## config.mk

```make
export PLATFORM = sky130hd
export DESIGN_NAME = dram_init_power_refresh
export DESIGN_NICKNAME = d
export VERILOG_FILES = /design/src/common/dram_pkg.sv /design/src/common/pkt_if.sv /design/src/rtl/dram_init_power_refresh.sv /design/src/rtl/packet_rx.sv
export SDC_FILE = /design/constraint.sdc
export NUM_CORES = 1
export LEC_CHECK = 0
export BUFFER_PORTS_ARGS = -buffer_cell sky130_fd_sc_hd__buf_4
export CAP_MARGIN = 0
export CORE_UTILIZATION = 50
export CTS_CLUSTER_DIAMETER = 30
export DETAILED_ROUTE_END_ITERATION = 8
export PLACE_DENSITY = 0.7
export SLEW_MARGIN = 20
export SYNTH_ARGS = -nofsm -noshare
export SYNTH_HDL_FRONTEND = slang
export SYNTH_HIERARCHICAL = 1
export SYNTH_SLANG_ARGS = --single-unit
```

## constraint.sdc

```tcl
create_clock -name clock -period 4.1 [get_ports clock]
set_input_delay 0.615 -clock clock [delete_from_list [all_inputs] [get_ports clock]]
set_output_delay 0.615 -clock clock [all_outputs]
set_load 0.03 [all_outputs]
```

## src/common/dram_pkg.sv

```systemverilog
// Shared constants and types for the packet DRAM start-up, power and refresh logic
package dram_pkg;

	// ----------------------------------------------------------------
	// Timing
	// ----------------------------------------------------------------
	localparam int unsigned CLK_PERIOD_NS  = 50;
	localparam int unsigned LOCK_TIME_NS   = 5000;
	localparam int unsigned LOCK_CYC       = LOCK_TIME_NS / CLK_PERIOD_NS;
	localparam int unsigned PKT_BEATS      = 4;
	localparam int unsigned BEAT_W         = $clog2(PKT_BEATS);
	localparam int unsigned RESET_PKTS_MIN = 4;
	localparam int unsigned WAKE_PKTS_MIN  = 2;
	localparam int unsigned REFRESH_PKTS   = 4;
	localparam int unsigned XFER_PKTS      = 2;
	localparam int unsigned BUSY_W         = 5;
	localparam int unsigned CAL_BURST      = 64;

	// ----------------------------------------------------------------
	// Request packet layout: four 9-bit beats, first beat highest
	// ----------------------------------------------------------------
	localparam int unsigned LANE_W       = 9;
	localparam int unsigned PKT_W        = LANE_W * PKT_BEATS;
	localparam int unsigned START_BIT    = 35;
	localparam int unsigned ACT_BIT      = 34;
	localparam int unsigned AUTO_BIT     = 33;
	localparam int unsigned OP_LSB       = 27;
	localparam int unsigned OP_W         = 6;
	localparam int unsigned RSEL_BIT     = 26;
	localparam int unsigned MASK_LSB     = 18;
	localparam int unsigned MASK_W       = 8;
	localparam int unsigned DEV_LSB      = 14;
	localparam int unsigned DEV_W        = 4;
	localparam int unsigned BANK_LSB     = 12;
	localparam int unsigned BANK_W       = 2;
	localparam int unsigned PCNT_LSB     = 9;
	localparam int unsigned PCNT_W       = 3;
	localparam int unsigned ADDR_LSB     = 0;
	localparam int unsigned ROW_W        = 8;

	localparam logic [OP_W-1:0]   OP_REFRESH = 6'h09;
	localparam logic [OP_W-1:0]   OP_CAL     = 6'h06;
	localparam logic [ROW_W-1:0]  CAL_COL    = 8'h05;
	localparam logic [MASK_W-1:0] MASK_NONE  = 8'h00;

	// Command wire packet codes (three bits after a start beat)
	localparam int unsigned CMD_W     = 3;
	localparam logic [2:0]  CMD_RESET = 3'h7;
	localparam logic [2:0]  CMD_WAKE  = 3'h1;
	localparam logic [2:0]  CMD_PDWK  = 3'h2;

	// ----------------------------------------------------------------
	// Register port map
	// ----------------------------------------------------------------
	localparam int unsigned REG_AW = 3;
	localparam int unsigned REG_DW = 16;
	localparam logic [2:0] REG_MODE   = 3'h0;
	localparam logic [2:0] REG_REFPTR = 3'h1;
	localparam logic [2:0] REG_DEVID  = 3'h2;
	localparam logic [2:0] REG_STATUS = 3'h3;
	localparam logic [2:0] REG_CALCNT = 3'h4;
	localparam logic [2:0] REG_REFCNT = 3'h5;

	localparam int unsigned STAY_EN_BIT  = 0;
	localparam int unsigned PD_REQ_BIT   = 15;
	localparam int unsigned PTR_BANK_LSB = 8;
	localparam int unsigned PTR_ROW_LSB  = 0;
	localparam int unsigned ST_LOCK_BIT  = 3;
	localparam int unsigned ST_CAL_BIT   = 4;
	localparam int unsigned ST_DROP_BIT  = 5;

	localparam logic             STAY_EN_RST = 1'b1;
	localparam logic [DEV_W-1:0] DEVID_RST   = 4'h0;

	typedef enum logic [2:0] {
		st_off,
		st_lock,
		st_enable,
		st_suspend,
		st_powerdown
	} power_state_t;

endpackage

```

## src/common/pkt_if.sv

```systemverilog
// Carrier between the channel deserialiser and the power/refresh core
`timescale 1ns/1ns
`default_nettype none
interface pkt_if;
	import dram_pkg::*;
	logic                    link_edge;
	logic                    cmd_bit;
	logic [LANE_W-1:0]       data_bits;
	logic                    cmd_valid;
	logic [CMD_W-1:0]        cmd_code;
	logic                    req_valid;
	logic [PKT_W-1:0]        req_word;

	modport rx (
		input  link_edge,
		input  cmd_bit,
		input  data_bits,
		output cmd_valid,
		output cmd_code,
		output req_valid,
		output req_word
	);
	modport core (
		output link_edge,
		output cmd_bit,
		output data_bits,
		input  cmd_valid,
		input  cmd_code,
		input  req_valid,
		input  req_word
	);
endinterface
`default_nettype wire

```

## src/rtl/dram_init_power_refresh.sv

```systemverilog
// Start-up, power mode, refresh and current calibration core of a packet DRAM
//
// Functional notes
// - Held reset packets force known state, start lock
// - No request accepted until lock time passes
// - Controller reads and writes all control registers
// - Stay-enabled flag keeps device in enable mode
// - Wake enters enable; suspend after transaction ends
// - Wake packets may overlap other packets
// - Powerdown request bit write enters powerdown
// - Held powerdown-wake packets start clock relock
// - Enable mode after lock following powerdown exit
// - Refresh activates then auto-precharges the row
// - Lock completes within five microseconds
// - Every packet lasts four link cycles
`timescale 1ns/1ns
`default_nettype none
module dram_init_power_refresh #(
	parameter int unsigned RESET_PKTS  = dram_pkg::RESET_PKTS_MIN,
	parameter int unsigned WAKE_PKTS   = dram_pkg::WAKE_PKTS_MIN,
	parameter int unsigned LOCK_CYCLES = dram_pkg::LOCK_CYC
) (
	input  wire logic                          clock,
	input  wire logic                          resetn,
	input  wire logic                          link_clk,
	input  wire logic                          cmd_wire,
	input  wire logic [dram_pkg::LANE_W-1:0]   bus_data,
	input  wire logic                          lowpower_refresh_strobe,
	input  wire logic [dram_pkg::REG_AW-1:0]   reg_addr,
	input  wire logic [dram_pkg::REG_DW-1:0]   reg_wdata,
	input  wire logic                          reg_wr,
	input  wire logic                          reg_rd,
	output logic      [dram_pkg::REG_DW-1:0]   reg_rdata,
	output logic      [2:0]                    power_mode,
	output logic                               locked,
	output logic                               refresh_pulse,
	output logic      [dram_pkg::BANK_W-1:0]   refresh_bank,
	output logic      [dram_pkg::ROW_W-1:0]    refresh_row,
	output logic                               calib_pulse,
	output logic                               calibrated
);
	import dram_pkg::*;

	localparam int unsigned ASYNC_W = LANE_W + 3;
	localparam int unsigned LOCK_W  = $clog2(LOCK_CYCLES + 1);
	localparam int unsigned RUN_W   = 4;
	localparam logic [BUSY_W-1:0] REFRESH_BEATS = BUSY_W'(REFRESH_PKTS * PKT_BEATS);
	localparam logic [BUSY_W-1:0] XFER_BEATS    = BUSY_W'(XFER_PKTS * PKT_BEATS);

	// ----------------------------------------------------------------
	// Pin synchronisers and edge detection
	// ----------------------------------------------------------------
	logic [ASYNC_W-1:0] sync1_ff;
	logic [ASYNC_W-1:0] sync2_ff;
	logic               link_d_ff;
	logic               strobe_d_ff;

	always_ff @(posedge clock or negedge resetn) begin
		if (!resetn) begin
			sync1_ff    <= '0;
			sync2_ff    <= '0;
			link_d_ff   <= 1'b0;
			strobe_d_ff <= 1'b0;
		end else begin
			sync1_ff    <= {link_clk, cmd_wire, lowpower_refresh_strobe, bus_data};
			sync2_ff    <= sync1_ff;
			link_d_ff   <= sync2_ff[ASYNC_W-1];
			strobe_d_ff <= sync2_ff[LANE_W];
		end
	end

	wire link_rise   = sync2_ff[ASYNC_W-1] & ~link_d_ff;
	wire strobe_rise = sync2_ff[LANE_W] & ~strobe_d_ff;

	pkt_if pkt ();
	assign pkt.link_edge = link_rise;
	assign pkt.cmd_bit   = sync2_ff[ASYNC_W-2];
	assign pkt.data_bits = sync2_ff[LANE_W-1:0];

	packet_rx u_rx (
		.clock  (clock),
		.resetn (resetn),
		.pkt    (pkt)
	);

	// ----------------------------------------------------------------
	// State and registers
	// ----------------------------------------------------------------
	power_state_t      state_ff;
	power_state_t      nxt_state;
	logic [LOCK_W-1:0] lock_cnt_ff;
	logic [RUN_W-1:0]  rst_run_ff;
	logic [RUN_W-1:0]  pdw_run_ff;
	logic [BUSY_W-1:0] busy_ff;
	logic              stay_en_ff;
	logic [DEV_W-1:0]  dev_id_ff;
	logic [BANK_W-1:0] ptr_bank_ff;
	logic [ROW_W-1:0]  ptr_row_ff;
	logic [7:0]        cal_cnt_ff;
	logic [15:0]       ref_cnt_ff;
	logic              dropped_ff;
	logic              calibrated_ff;
	logic              locked_ff;
	logic              refresh_pulse_ff;
	logic [BANK_W-1:0] refresh_bank_ff;
	logic [ROW_W-1:0]  refresh_row_ff;
	logic              calib_pulse_ff;
	logic [REG_DW-1:0] rdata_ff;

	// ----------------------------------------------------------------
	// Command wire decode
	// ----------------------------------------------------------------
	wire cmd_reset = pkt.cmd_valid && (pkt.cmd_code == CMD_RESET);
	wire cmd_wake  = pkt.cmd_valid && (pkt.cmd_code == CMD_WAKE);
	wire cmd_pdwk  = pkt.cmd_valid && (pkt.cmd_code == CMD_PDWK);

	// Reset only counts once packets were held long enough back to back
	wire chan_reset = cmd_reset && (rst_run_ff >= RUN_W'(RESET_PKTS - 1));
	wire pd_wake_done = cmd_pdwk && (state_ff == st_powerdown)
	                    && (pdw_run_ff >= RUN_W'(WAKE_PKTS - 1));

	// ----------------------------------------------------------------
	// Request decode
	// ----------------------------------------------------------------
	wire [OP_W-1:0]   rq_op   = pkt.req_word[OP_LSB +: OP_W];
	wire [MASK_W-1:0] rq_mask = pkt.req_word[MASK_LSB +: MASK_W];
	wire [DEV_W-1:0]  rq_dev  = pkt.req_word[DEV_LSB +: DEV_W];
	wire [BANK_W-1:0] rq_bank = pkt.req_word[BANK_LSB +: BANK_W];
	wire [ROW_W-1:0]  rq_addr = pkt.req_word[ADDR_LSB +: ROW_W];
	wire              rq_auto = pkt.req_word[AUTO_BIT];
	wire              rq_activate_bit = pkt.req_word[ACT_BIT];
	wire              rq_rsel = pkt.req_word[RSEL_BIT];

	// Requests outside enable mode (lock, suspend without wake, powerdown) are dropped
	wire req_ok      = pkt.req_valid && (state_ff == st_enable) && (busy_ff == '0);
	wire req_dropped = pkt.req_valid && !req_ok;
	// The pending-count field is carried but need not be checked by the device
	wire is_refresh  = (rq_op == OP_REFRESH) && rq_auto && rq_activate_bit && !rq_rsel
	                   && (rq_mask == MASK_NONE);
	wire is_cal      = (rq_op == OP_CAL) && (rq_addr == CAL_COL) && !rq_rsel;
	wire req_refresh = req_ok && is_refresh;
	wire req_cal     = req_ok && is_cal && (rq_dev == dev_id_ff);
	wire req_xfer    = req_ok && !is_refresh && !is_cal;
	wire busy_end    = link_rise && (busy_ff == BUSY_W'(1));
	wire pd_refresh  = strobe_rise && (state_ff == st_powerdown);

	// ----------------------------------------------------------------
	// Register port decode
	// ----------------------------------------------------------------
	wire wr_mode   = reg_wr && (reg_addr == REG_MODE);
	wire wr_refptr = reg_wr && (reg_addr == REG_REFPTR);
	wire wr_devid  = reg_wr && (reg_addr == REG_DEVID);
	wire wr_status = reg_wr && (reg_addr == REG_STATUS);
	wire pd_enter  = wr_refptr && reg_wdata[PD_REQ_BIT]
	                 && ((state_ff == st_enable) || (state_ff == st_suspend));

	wire [REG_DW-1:0] status_word = REG_DW'({dropped_ff, calibrated_ff, locked_ff, 3'(state_ff)});
	wire [REG_DW-1:0] rd_mux =
		(reg_addr == REG_MODE)   ? REG_DW'(stay_en_ff) :
		(reg_addr == REG_REFPTR) ? REG_DW'({ptr_bank_ff, ptr_row_ff}) :
		(reg_addr == REG_DEVID)  ? REG_DW'(dev_id_ff) :
		(reg_addr == REG_STATUS) ? status_word :
		(reg_addr == REG_CALCNT) ? REG_DW'(cal_cnt_ff) :
		(reg_addr == REG_REFCNT) ? ref_cnt_ff : '0;

	// Bank is the low part so it steps fastest between self-refreshes
	wire [BANK_W+ROW_W-1:0] ptr_next = {ptr_row_ff, ptr_bank_ff} + 1'b1;

	// ----------------------------------------------------------------
	// Power mode sequencing
	// ----------------------------------------------------------------
	always_comb begin
		nxt_state = state_ff;
		if (chan_reset) begin
			nxt_state = st_lock;
		end else begin
			unique case (state_ff)
				st_off: begin
					nxt_state = st_off;
				end
				st_lock: begin
					if (lock_cnt_ff == '0) begin
						nxt_state = st_enable;
					end
				end
				st_enable: begin
					if (pd_enter) begin
						nxt_state = st_powerdown;
					end else if (busy_end && !stay_en_ff) begin
						nxt_state = st_suspend;
					end
				end
				st_suspend: begin
					if (pd_enter) begin
						nxt_state = st_powerdown;
					end else if (stay_en_ff || cmd_wake) begin
						nxt_state = st_enable;
					end
				end
				st_powerdown: begin
					if (pd_wake_done) begin
						nxt_state = st_lock;
					end
				end
				default: begin
					nxt_state = st_off;
				end
			endcase
		end
	end

	wire enter_lock = (nxt_state == st_lock) && (state_ff != st_lock || chan_reset);

	always_ff @(posedge clock or negedge resetn) begin
		if (!resetn) begin
			state_ff    <= st_off;
			lock_cnt_ff <= '0;
			locked_ff   <= 1'b0;
		end else begin
			state_ff    <= nxt_state;
			locked_ff   <= (nxt_state == st_enable) || (nxt_state == st_suspend);
			if (enter_lock) begin
				lock_cnt_ff <= LOCK_W'(LOCK_CYCLES - 1);
			end else if (lock_cnt_ff != '0) begin
				lock_cnt_ff <= lock_cnt_ff - 1'b1;
			end
		end
	end

	// Consecutive packet counters; any other command packet breaks the run
	always_ff @(posedge clock or negedge resetn) begin
		if (!resetn) begin
			rst_run_ff <= '0;
			pdw_run_ff <= '0;
		end else if (pkt.cmd_valid) begin
			rst_run_ff <= (cmd_reset && rst_run_ff != '1) ? rst_run_ff + 1'b1 : (cmd_reset ? rst_run_ff : '0);
			pdw_run_ff <= (cmd_pdwk && pdw_run_ff != '1) ? pdw_run_ff + 1'b1 : (cmd_pdwk ? pdw_run_ff : '0);
		end
	end

	// Transaction occupancy in link beats; keeps enable mode until it ends
	always_ff @(posedge clock or negedge resetn) begin
		if (!resetn) begin
			busy_ff <= '0;
		end else if (chan_reset) begin
			busy_ff <= '0;
		end else if (req_refresh) begin
			busy_ff <= REFRESH_BEATS;
		end else if (req_xfer || req_cal) begin
			busy_ff <= XFER_BEATS;
		end else if (link_rise && busy_ff != '0) begin
			busy_ff <= busy_ff - 1'b1;
		end
	end

	// ----------------------------------------------------------------
	// Control registers; a channel reset restores their defaults
	// ----------------------------------------------------------------
	always_ff @(posedge clock or negedge resetn) begin
		if (!resetn) begin
			stay_en_ff  <= STAY_EN_RST;
			dev_id_ff   <= DEVID_RST;
			ptr_bank_ff <= '0;
			ptr_row_ff  <= '0;
		end else if (chan_reset) begin
			stay_en_ff  <= STAY_EN_RST;
			dev_id_ff   <= DEVID_RST;
			ptr_bank_ff <= '0;
			ptr_row_ff  <= '0;
		end else begin
			if (wr_mode) begin
				stay_en_ff <= reg_wdata[STAY_EN_BIT];
			end
			if (wr_devid) begin
				dev_id_ff <= reg_wdata[DEV_W-1:0];
			end
			if (wr_refptr) begin
				ptr_bank_ff <= reg_wdata[PTR_BANK_LSB +: BANK_W];
				ptr_row_ff  <= reg_wdata[PTR_ROW_LSB +: ROW_W];
			end else if (pd_refresh) begin
				{ptr_row_ff, ptr_bank_ff} <= ptr_next;
			end
		end
	end

	// ----------------------------------------------------------------
	// Refresh and calibration results
	// ----------------------------------------------------------------
	always_ff @(posedge clock or negedge resetn) begin
		if (!resetn) begin
			refresh_pulse_ff <= 1'b0;
			refresh_bank_ff  <= '0;
			refresh_row_ff   <= '0;
			ref_cnt_ff       <= '0;
			calib_pulse_ff   <= 1'b0;
			cal_cnt_ff       <= '0;
			calibrated_ff    <= 1'b0;
		end else begin
			refresh_pulse_ff <= req_refresh || pd_refresh;
			calib_pulse_ff   <= req_cal;
			if (req_refresh) begin
				refresh_bank_ff <= rq_bank;
				refresh_row_ff  <= rq_addr;
			end else if (pd_refresh) begin
				refresh_bank_ff <= ptr_bank_ff;
				refresh_row_ff  <= ptr_row_ff;
			end
			if (req_refresh || pd_refresh) begin
				ref_cnt_ff <= ref_cnt_ff + 1'b1;
			end
			// Every lock loses the calibration, so the burst must be repeated
			if (enter_lock) begin
				cal_cnt_ff    <= '0;
				calibrated_ff <= 1'b0;
			end else if (req_cal) begin
				cal_cnt_ff    <= (cal_cnt_ff == '1) ? cal_cnt_ff : cal_cnt_ff + 1'b1;
				calibrated_ff <= calibrated_ff || (cal_cnt_ff == 8'(CAL_BURST - 1));
			end
		end
	end

	// Dropped-request flag: a new drop in the clearing cycle wins
	always_ff @(posedge clock or negedge resetn) begin
		if (!resetn) begin
			dropped_ff <= 1'b0;
		end else begin
			dropped_ff <= req_dropped || (dropped_ff && !(wr_status && reg_wdata[ST_DROP_BIT]));
		end
	end

	// Read data stands only in the cycle after the read strobe
	always_ff @(posedge clock or negedge resetn) begin
		if (!resetn) begin
			rdata_ff <= '0;
		end else begin
			rdata_ff <= reg_rd ? rd_mux : '0;
		end
	end

	assign reg_rdata     = rdata_ff;
	assign power_mode    = state_ff;
	assign locked        = locked_ff;
	assign refresh_pulse = refresh_pulse_ff;
	assign refresh_bank  = refresh_bank_ff;
	assign refresh_row   = refresh_row_ff;
	assign calib_pulse   = calib_pulse_ff;
	assign calibrated    = calibrated_ff;

endmodule
`default_nettype wire

```

## src/rtl/packet_rx.sv

```systemverilog
// Deserialiser for command-wire and request packets, four link beats each
`timescale 1ns/1ns
`default_nettype none
module packet_rx (
	input wire logic clock,
	input wire logic resetn,
	pkt_if.rx        pkt
);
	import dram_pkg::*;

	localparam logic [BEAT_W-1:0] LAST_BEAT = BEAT_W'(PKT_BEATS - 1);

	logic              cmd_busy_ff;
	logic [BEAT_W-1:0] cmd_beat_ff;
	logic [CMD_W-1:0]  cmd_bits_ff;
	logic              req_busy_ff;
	logic [BEAT_W-1:0] req_beat_ff;
	logic [PKT_W-1:0]  req_bits_ff;

	wire [CMD_W-1:0] cmd_shift = {cmd_bits_ff[CMD_W-2:0], pkt.cmd_bit};
	wire [PKT_W-1:0] req_shift = {req_bits_ff[PKT_W-LANE_W-1:0], pkt.data_bits};

	// ----------------------------------------------------------------
	// Command wire: a high start beat, then the code beats
	// ----------------------------------------------------------------
	always_ff @(posedge clock or negedge resetn) begin
		if (!resetn) begin
			cmd_busy_ff   <= 1'b0;
			cmd_beat_ff   <= '0;
			cmd_bits_ff   <= '0;
			pkt.cmd_valid <= 1'b0;
			pkt.cmd_code  <= '0;
		end else begin
			pkt.cmd_valid <= 1'b0;
			if (pkt.link_edge) begin
				cmd_bits_ff <= cmd_shift;
				cmd_beat_ff <= cmd_busy_ff ? cmd_beat_ff + 1'b1 : BEAT_W'(1);
				if (!cmd_busy_ff) begin
					cmd_busy_ff <= pkt.cmd_bit;
				end else if (cmd_beat_ff == LAST_BEAT) begin
					cmd_busy_ff   <= 1'b0;
					pkt.cmd_valid <= 1'b1;
					pkt.cmd_code  <= cmd_shift;
				end
			end
		end
	end

	// ----------------------------------------------------------------
	// Data wires: the top lane marks the first beat of a request
	// ----------------------------------------------------------------
	always_ff @(posedge clock or negedge resetn) begin
		if (!resetn) begin
			req_busy_ff   <= 1'b0;
			req_beat_ff   <= '0;
			req_bits_ff   <= '0;
			pkt.req_valid <= 1'b0;
			pkt.req_word  <= '0;
		end else begin
			pkt.req_valid <= 1'b0;
			if (pkt.link_edge) begin
				req_bits_ff <= req_shift;
				req_beat_ff <= req_busy_ff ? req_beat_ff + 1'b1 : BEAT_W'(1);
				if (!req_busy_ff) begin
					req_busy_ff <= pkt.data_bits[LANE_W-1];
				end else if (req_beat_ff == LAST_BEAT) begin
					req_busy_ff   <= 1'b0;
					pkt.req_valid <= 1'b1;
					pkt.req_word  <= req_shift;
				end
			end
		end
	end

endmodule
`default_nettype wire

```

== Word-level counts from Yosys, hierarchy flattened ==
Cells that the tools add are included.
Operators by class
  reductions and logical operators: 67
  multiplexer cells: 56
  order comparisons: 2
  equal/unequal tests: 30
  bitwise operators: 4
  add/subtract/negate cells: 9
Operators by type and width (count)
  $mux 16: 7
  $mux 8: 8
  $logic_and 1x1->1: 35
  $mux 4: 6
  $eq 3x2->1 const B: 7
  $mux 3: 7
  $mux 5: 4
  $add 16x1->16 const B: 1
  $mux 1: 14
  $mux 2: 7
  $mux 7: 2
  $eq 3x1->1 const B: 4
  $eq 3x3->1 const B: 4
  $pmux 3 s4: 1
  $add 10x1->10 const B: 1
  $reduce_bool 2->1: 5
  $add 4x1->4 const B: 2
  $add 8x1->8 const B: 1
  $eq 8x3->1 const B: 1
  $eq 8x6->1 const B: 1
  $eq 8x8->1 const B: 1
  $logic_not 8->1: 1
  $logic_or 1x1->1: 8
  $ne 4x4->1 const B: 2
  25 further kinds: 38
Word-level totals
  flip-flop bits (word level): 193
  input port bits: 35
  output and inout bits: 33
  logic and storage cells: 201

== Longest topological paths before layout ==
  word-level depth: 12
  gate-level depth with buffers: 9
  depth with buffers taken out: 7

== By module ==
The synthesis kept the hierarchy.
Modules (own cells, without submodules)
  dram_init_power_refresh: cells each 512, area each 5429.0 sq um, sequential area each 2979.1 sq um, times used 1
  packet_rx: cells each 174, area each 2949.1 sq um, sequential area each 1901.8 sq um, times used 1

== Least setup slack after synthesis ==
Ideal clock, no wire load.
  kind: register to register
  start: register busy_ff[0]
  end: register cal_cnt_ff[3]
  arrival: 2.372 ns
  data required time: 4.022 ns
  cell stages (with the launch flop): 9
  buffers on the path: 1
  slack: 1.650 ns
  clock period less this slack: 2.450 ns
  setup time: 0.078 ns
  cell sequence: dfrtp_1 -> inv_1 -> ha_1 -> or4b_4 -> or2_4 -> or4_4 -> buf_6 -> or3_1 -> a21oi_1
Between the ends
  word-level cells in the longest chain between the ends: 11
  elaborated cells between the ends (all ways): 17
  classes of those cells: 3 x eq/ne; 5 x mux; 9 x reduce/logical
Ends and longest elaborated chain
  from (decl): RTL line dram_init_power_refresh.sv:94  | logic [BUSY_W-1:0] busy_ff;
  from (signal assigned): RTL line dram_init_power_refresh.sv:252  | busy_ff <= busy_ff - 1'b1;
  $eq 5x1->1: RTL line dram_init_power_refresh.sv:144  | wire busy_end = link_rise && (busy_ff == BUSY_W'(1));
  $logic_and 1x1->1: RTL line dram_init_power_refresh.sv:144
  $logic_and 1x1->1: RTL line dram_init_power_refresh.sv:189  | end else if (busy_end && !stay_en_ff) begin
  $mux 3: RTL line dram_init_power_refresh.sv:189
  $mux 3: RTL line dram_init_power_refresh.sv:187  | if (pd_enter) begin
  $pmux 3 s4: RTL line dram_init_power_refresh.sv:177  | unique case (state_ff)
  $mux 3: RTL line dram_init_power_refresh.sv:174  | if (chan_reset) begin
  $eq 3x1->1: RTL line dram_init_power_refresh.sv:212  | wire enter_lock = (nxt_state == st_lock) && (state_ff != st_lock || chan_reset);
  $logic_and 1x1->1: RTL line dram_init_power_refresh.sv:212
  $ne 2x2->1 (no source line) / $reduce_bool 2->1 (equally long branches)
  $reduce_and 2->1 (no source line)
  to (signal assigned): RTL line dram_init_power_refresh.sv:316  | cal_cnt_ff <= (cal_cnt_ff == '1) ? cal_cnt_ff : cal_cnt_ff + 1'b1;
  to (decl): RTL line dram_init_power_refresh.sv:99  | logic [7:0] cal_cnt_ff;
Several ways; a longest one is shown, not always the timed one.
A chain may end at the register's enable or synchronous reset.

== Worst setup path in the final report ==
  start: register busy_ff[0]
  end: register cal_cnt_ff[2]
Same word-level chain as after synthesis.

==> impl_metrics.toml <==
[grt]
globalRouteTotalUtil_pct = 21.2
antenna_found_initial = 0
overflow = 0
grt_pass1_wl_um = 27200
grt_max_degree = 121
grt_pass1_vias = 5506

[floorplanning]
die-width_um = 130
die_height_um = 130
die_area_um2 = 16800
start_util_pct = 51.3
boundaryPins = 68
core-area_um2 = 15900
std_cell_rows = 46

[routing]
drc = 0
ant_nets = 0
wl_per_cell_um = 16.8
vias = 5329
drt_pass1_iterations = 5
wl_um = 16300
via_per_inst = 5.52
first_iter_violations = 392

[timing]
finalCriticalPeriod_ns = 2.70
slew_violations = 0
fmax_ghz = 0.370
slew-limit-headroom_pct = 32.1
hold_violations = 0
setup_ws_ns = 1.40
setup_viol = 0
fin_skew_ns = 0.0107
hold_ws_ns = 0.284
rsz0062_at_grt = "no"
tightest_slew_ns = 1.01
fin_crit_sh_pct = 65.9
setup_tns_ns = 0

[clock_tree]
cts_inserted_buffers = 17
cts-root-buf = "clkbuf_16"
h-tree-depth = 4
cts_resized = 0
cts.clk_slew.worst_paths_ns = 0.07
clockBufferDepth = 2
cts_tree = "done"
cts_setup_buffers = 0
clk_latency_ns = 0.43
cts.sinks = 189
postCtsHoldBufs = 0

[critical_path]
slowest_stage = "or4_4"
crit_path_max_incr_delay_ns = 0.57
arrival_ns = 3.05
cp_max_fo = 12
crit_path_end_kind = "register"
cp-start-kind = "register"
cp.required_ns = 4.45
cp_cell_sequence = "inv_1 -> ha_1 -> or4b_4 -> or2_4 -> or4_4 -> or3_2 -> a21oi_1"
path_class = "reg2reg"

[yosys]
synthesis.nets = 722
synthCells = 674
yosysWarnings = 6
syn_avg_cell_area_um2 = 12.1
syn-cell-area_um2 = 8150

[placement]
dpl.hpwl_um = 11300
dp_slack_ns = 1.43
portBuffers = 62
place.gp.congestion = 0.795

[run_status]
status = "completed"

[final_layout]
drive_gt1_share_pct = 24.2
antennaDiodeCount = 0
final_util_pct = 59.3
layout-area-overhead-vs-synth_pct = 15.6
final_net_count = 784
fill_cells = 1313

[power]
design_power_total_mw = 5.48
power.leakage_nw = 4.39
p_per_area_nw_per_um2 = 581
irDropWorstVdd_mv = 0.380

[worst_hold_path]
worstHoldPathType = "in2reg"

[flow_run]
cap_violations = 0
## placed cells by master, fill, tap and decap left out, types with 14 or more instances in the layout
cell	n
a21oi_1	29
nor3_1	20
inv_1	14
nand4_1	15
o21ai_0	26
nand3_1	19
nand2_1	53
nor2_1	35
mux2_2	44
and2_1	15
buf_4	69
xor2_1	23
mux2i_1	18
mux2_4	20
dfrtp_1	188
clkbuf_16	17
## stage by stage
step	area [um2]	cells
2_1_floorplan	8150	674
3_3_place_gp	8820	933
3_5_place_dp	8820	933
4_1_cts	9420	965
5_1_grt	9420	965
6_report	9420	965
## path summary, 6_finish.rpt
check | from | endpoint | slack (ns) | cells after the start
min reg2reg | sync1_ff[6] | sync2_ff[6] | 0.35 | 0
min in group asynchronous | resetn | lock_cnt_ff[2] | 0.30 | 1
max reg2reg | busy_ff[0] | cal_cnt_ff[2] | 1.40 | 7
min | bus_data[7] | sync1_ff[7] | 0.28 | 1
max in group asynchronous | resetn | sync1_ff[9] | 2.71 | 3
max | busy_ff[0] | cal_cnt_ff[2] | 1.40 | 7
## worst max-delay path, delay by kind of cell (launching register included)
kind / cells / cell delay (ns)
adders and majority gates: 1 / 0.16
buffers and inverters: 1 / 0.11
DFF: 1 / 0.42
AOI/OAI and AO/OA: 1 / 0.16
and+or+nand+nor: 4 / 1.78
## sequential cells by signal (all words and copies together), names as in the netlist, 3 cells and up
name and flops:
ref_cnt_ff 16, sync2_ff 12, refresh_row 8, u_rx/req_bits_ff 26
pdw_run_ff 4, power_mode 3, rst_run_ff 4, busy_ff 5
ptr_row_ff 8, u_rx/pkt.cmd_code 3, sync1_ff 12, cal_cnt_ff 8
lock_cnt_ff 7, u_rx/pkt.req_word 31, reg_rdata 16, dev_id_ff 4
## routing by layer
layer | share of wire, % | up-vias | global-route usage, %
met4 | 1.9 | 0 | 8.00
met3 | 3.5 | 20 | 4.47
li1 | - | 2524 | -
met1 | 45 | 2691 | 27.0
met5 | 0 | - | 0
met2 | 50 | 94 | 35.8
## final cells by class
type / instances / area [um2] / share of cell area, %
well taps: 216 / 270 / 2.87
multi-input cells: 443 / 3230 / 34.3
repair buffers: 70 / 532 / 5.64
flip-flops and latches: 189 / 4730 / 50.2
inverters: 15 / 58.8 / 0.624
clock buffers: 18 / 429 / 4.55
clock inverters: 14 / 170 / 1.81
## where the power goes
part | internal [mW] | switching [mW] | leakage (nW) | total, mW
Clock | 0.923 | 0.745 | 0.294 | 1.67
Sequential | 2.30 | 0.395 | 2.37 | 2.69
Combinational | 0.605 | 0.511 | 1.73 | 1.12
Total | 3.82 | 1.65 | 4.39 | 5.48
No activity file was read; power rests on OpenSTA's default activity.
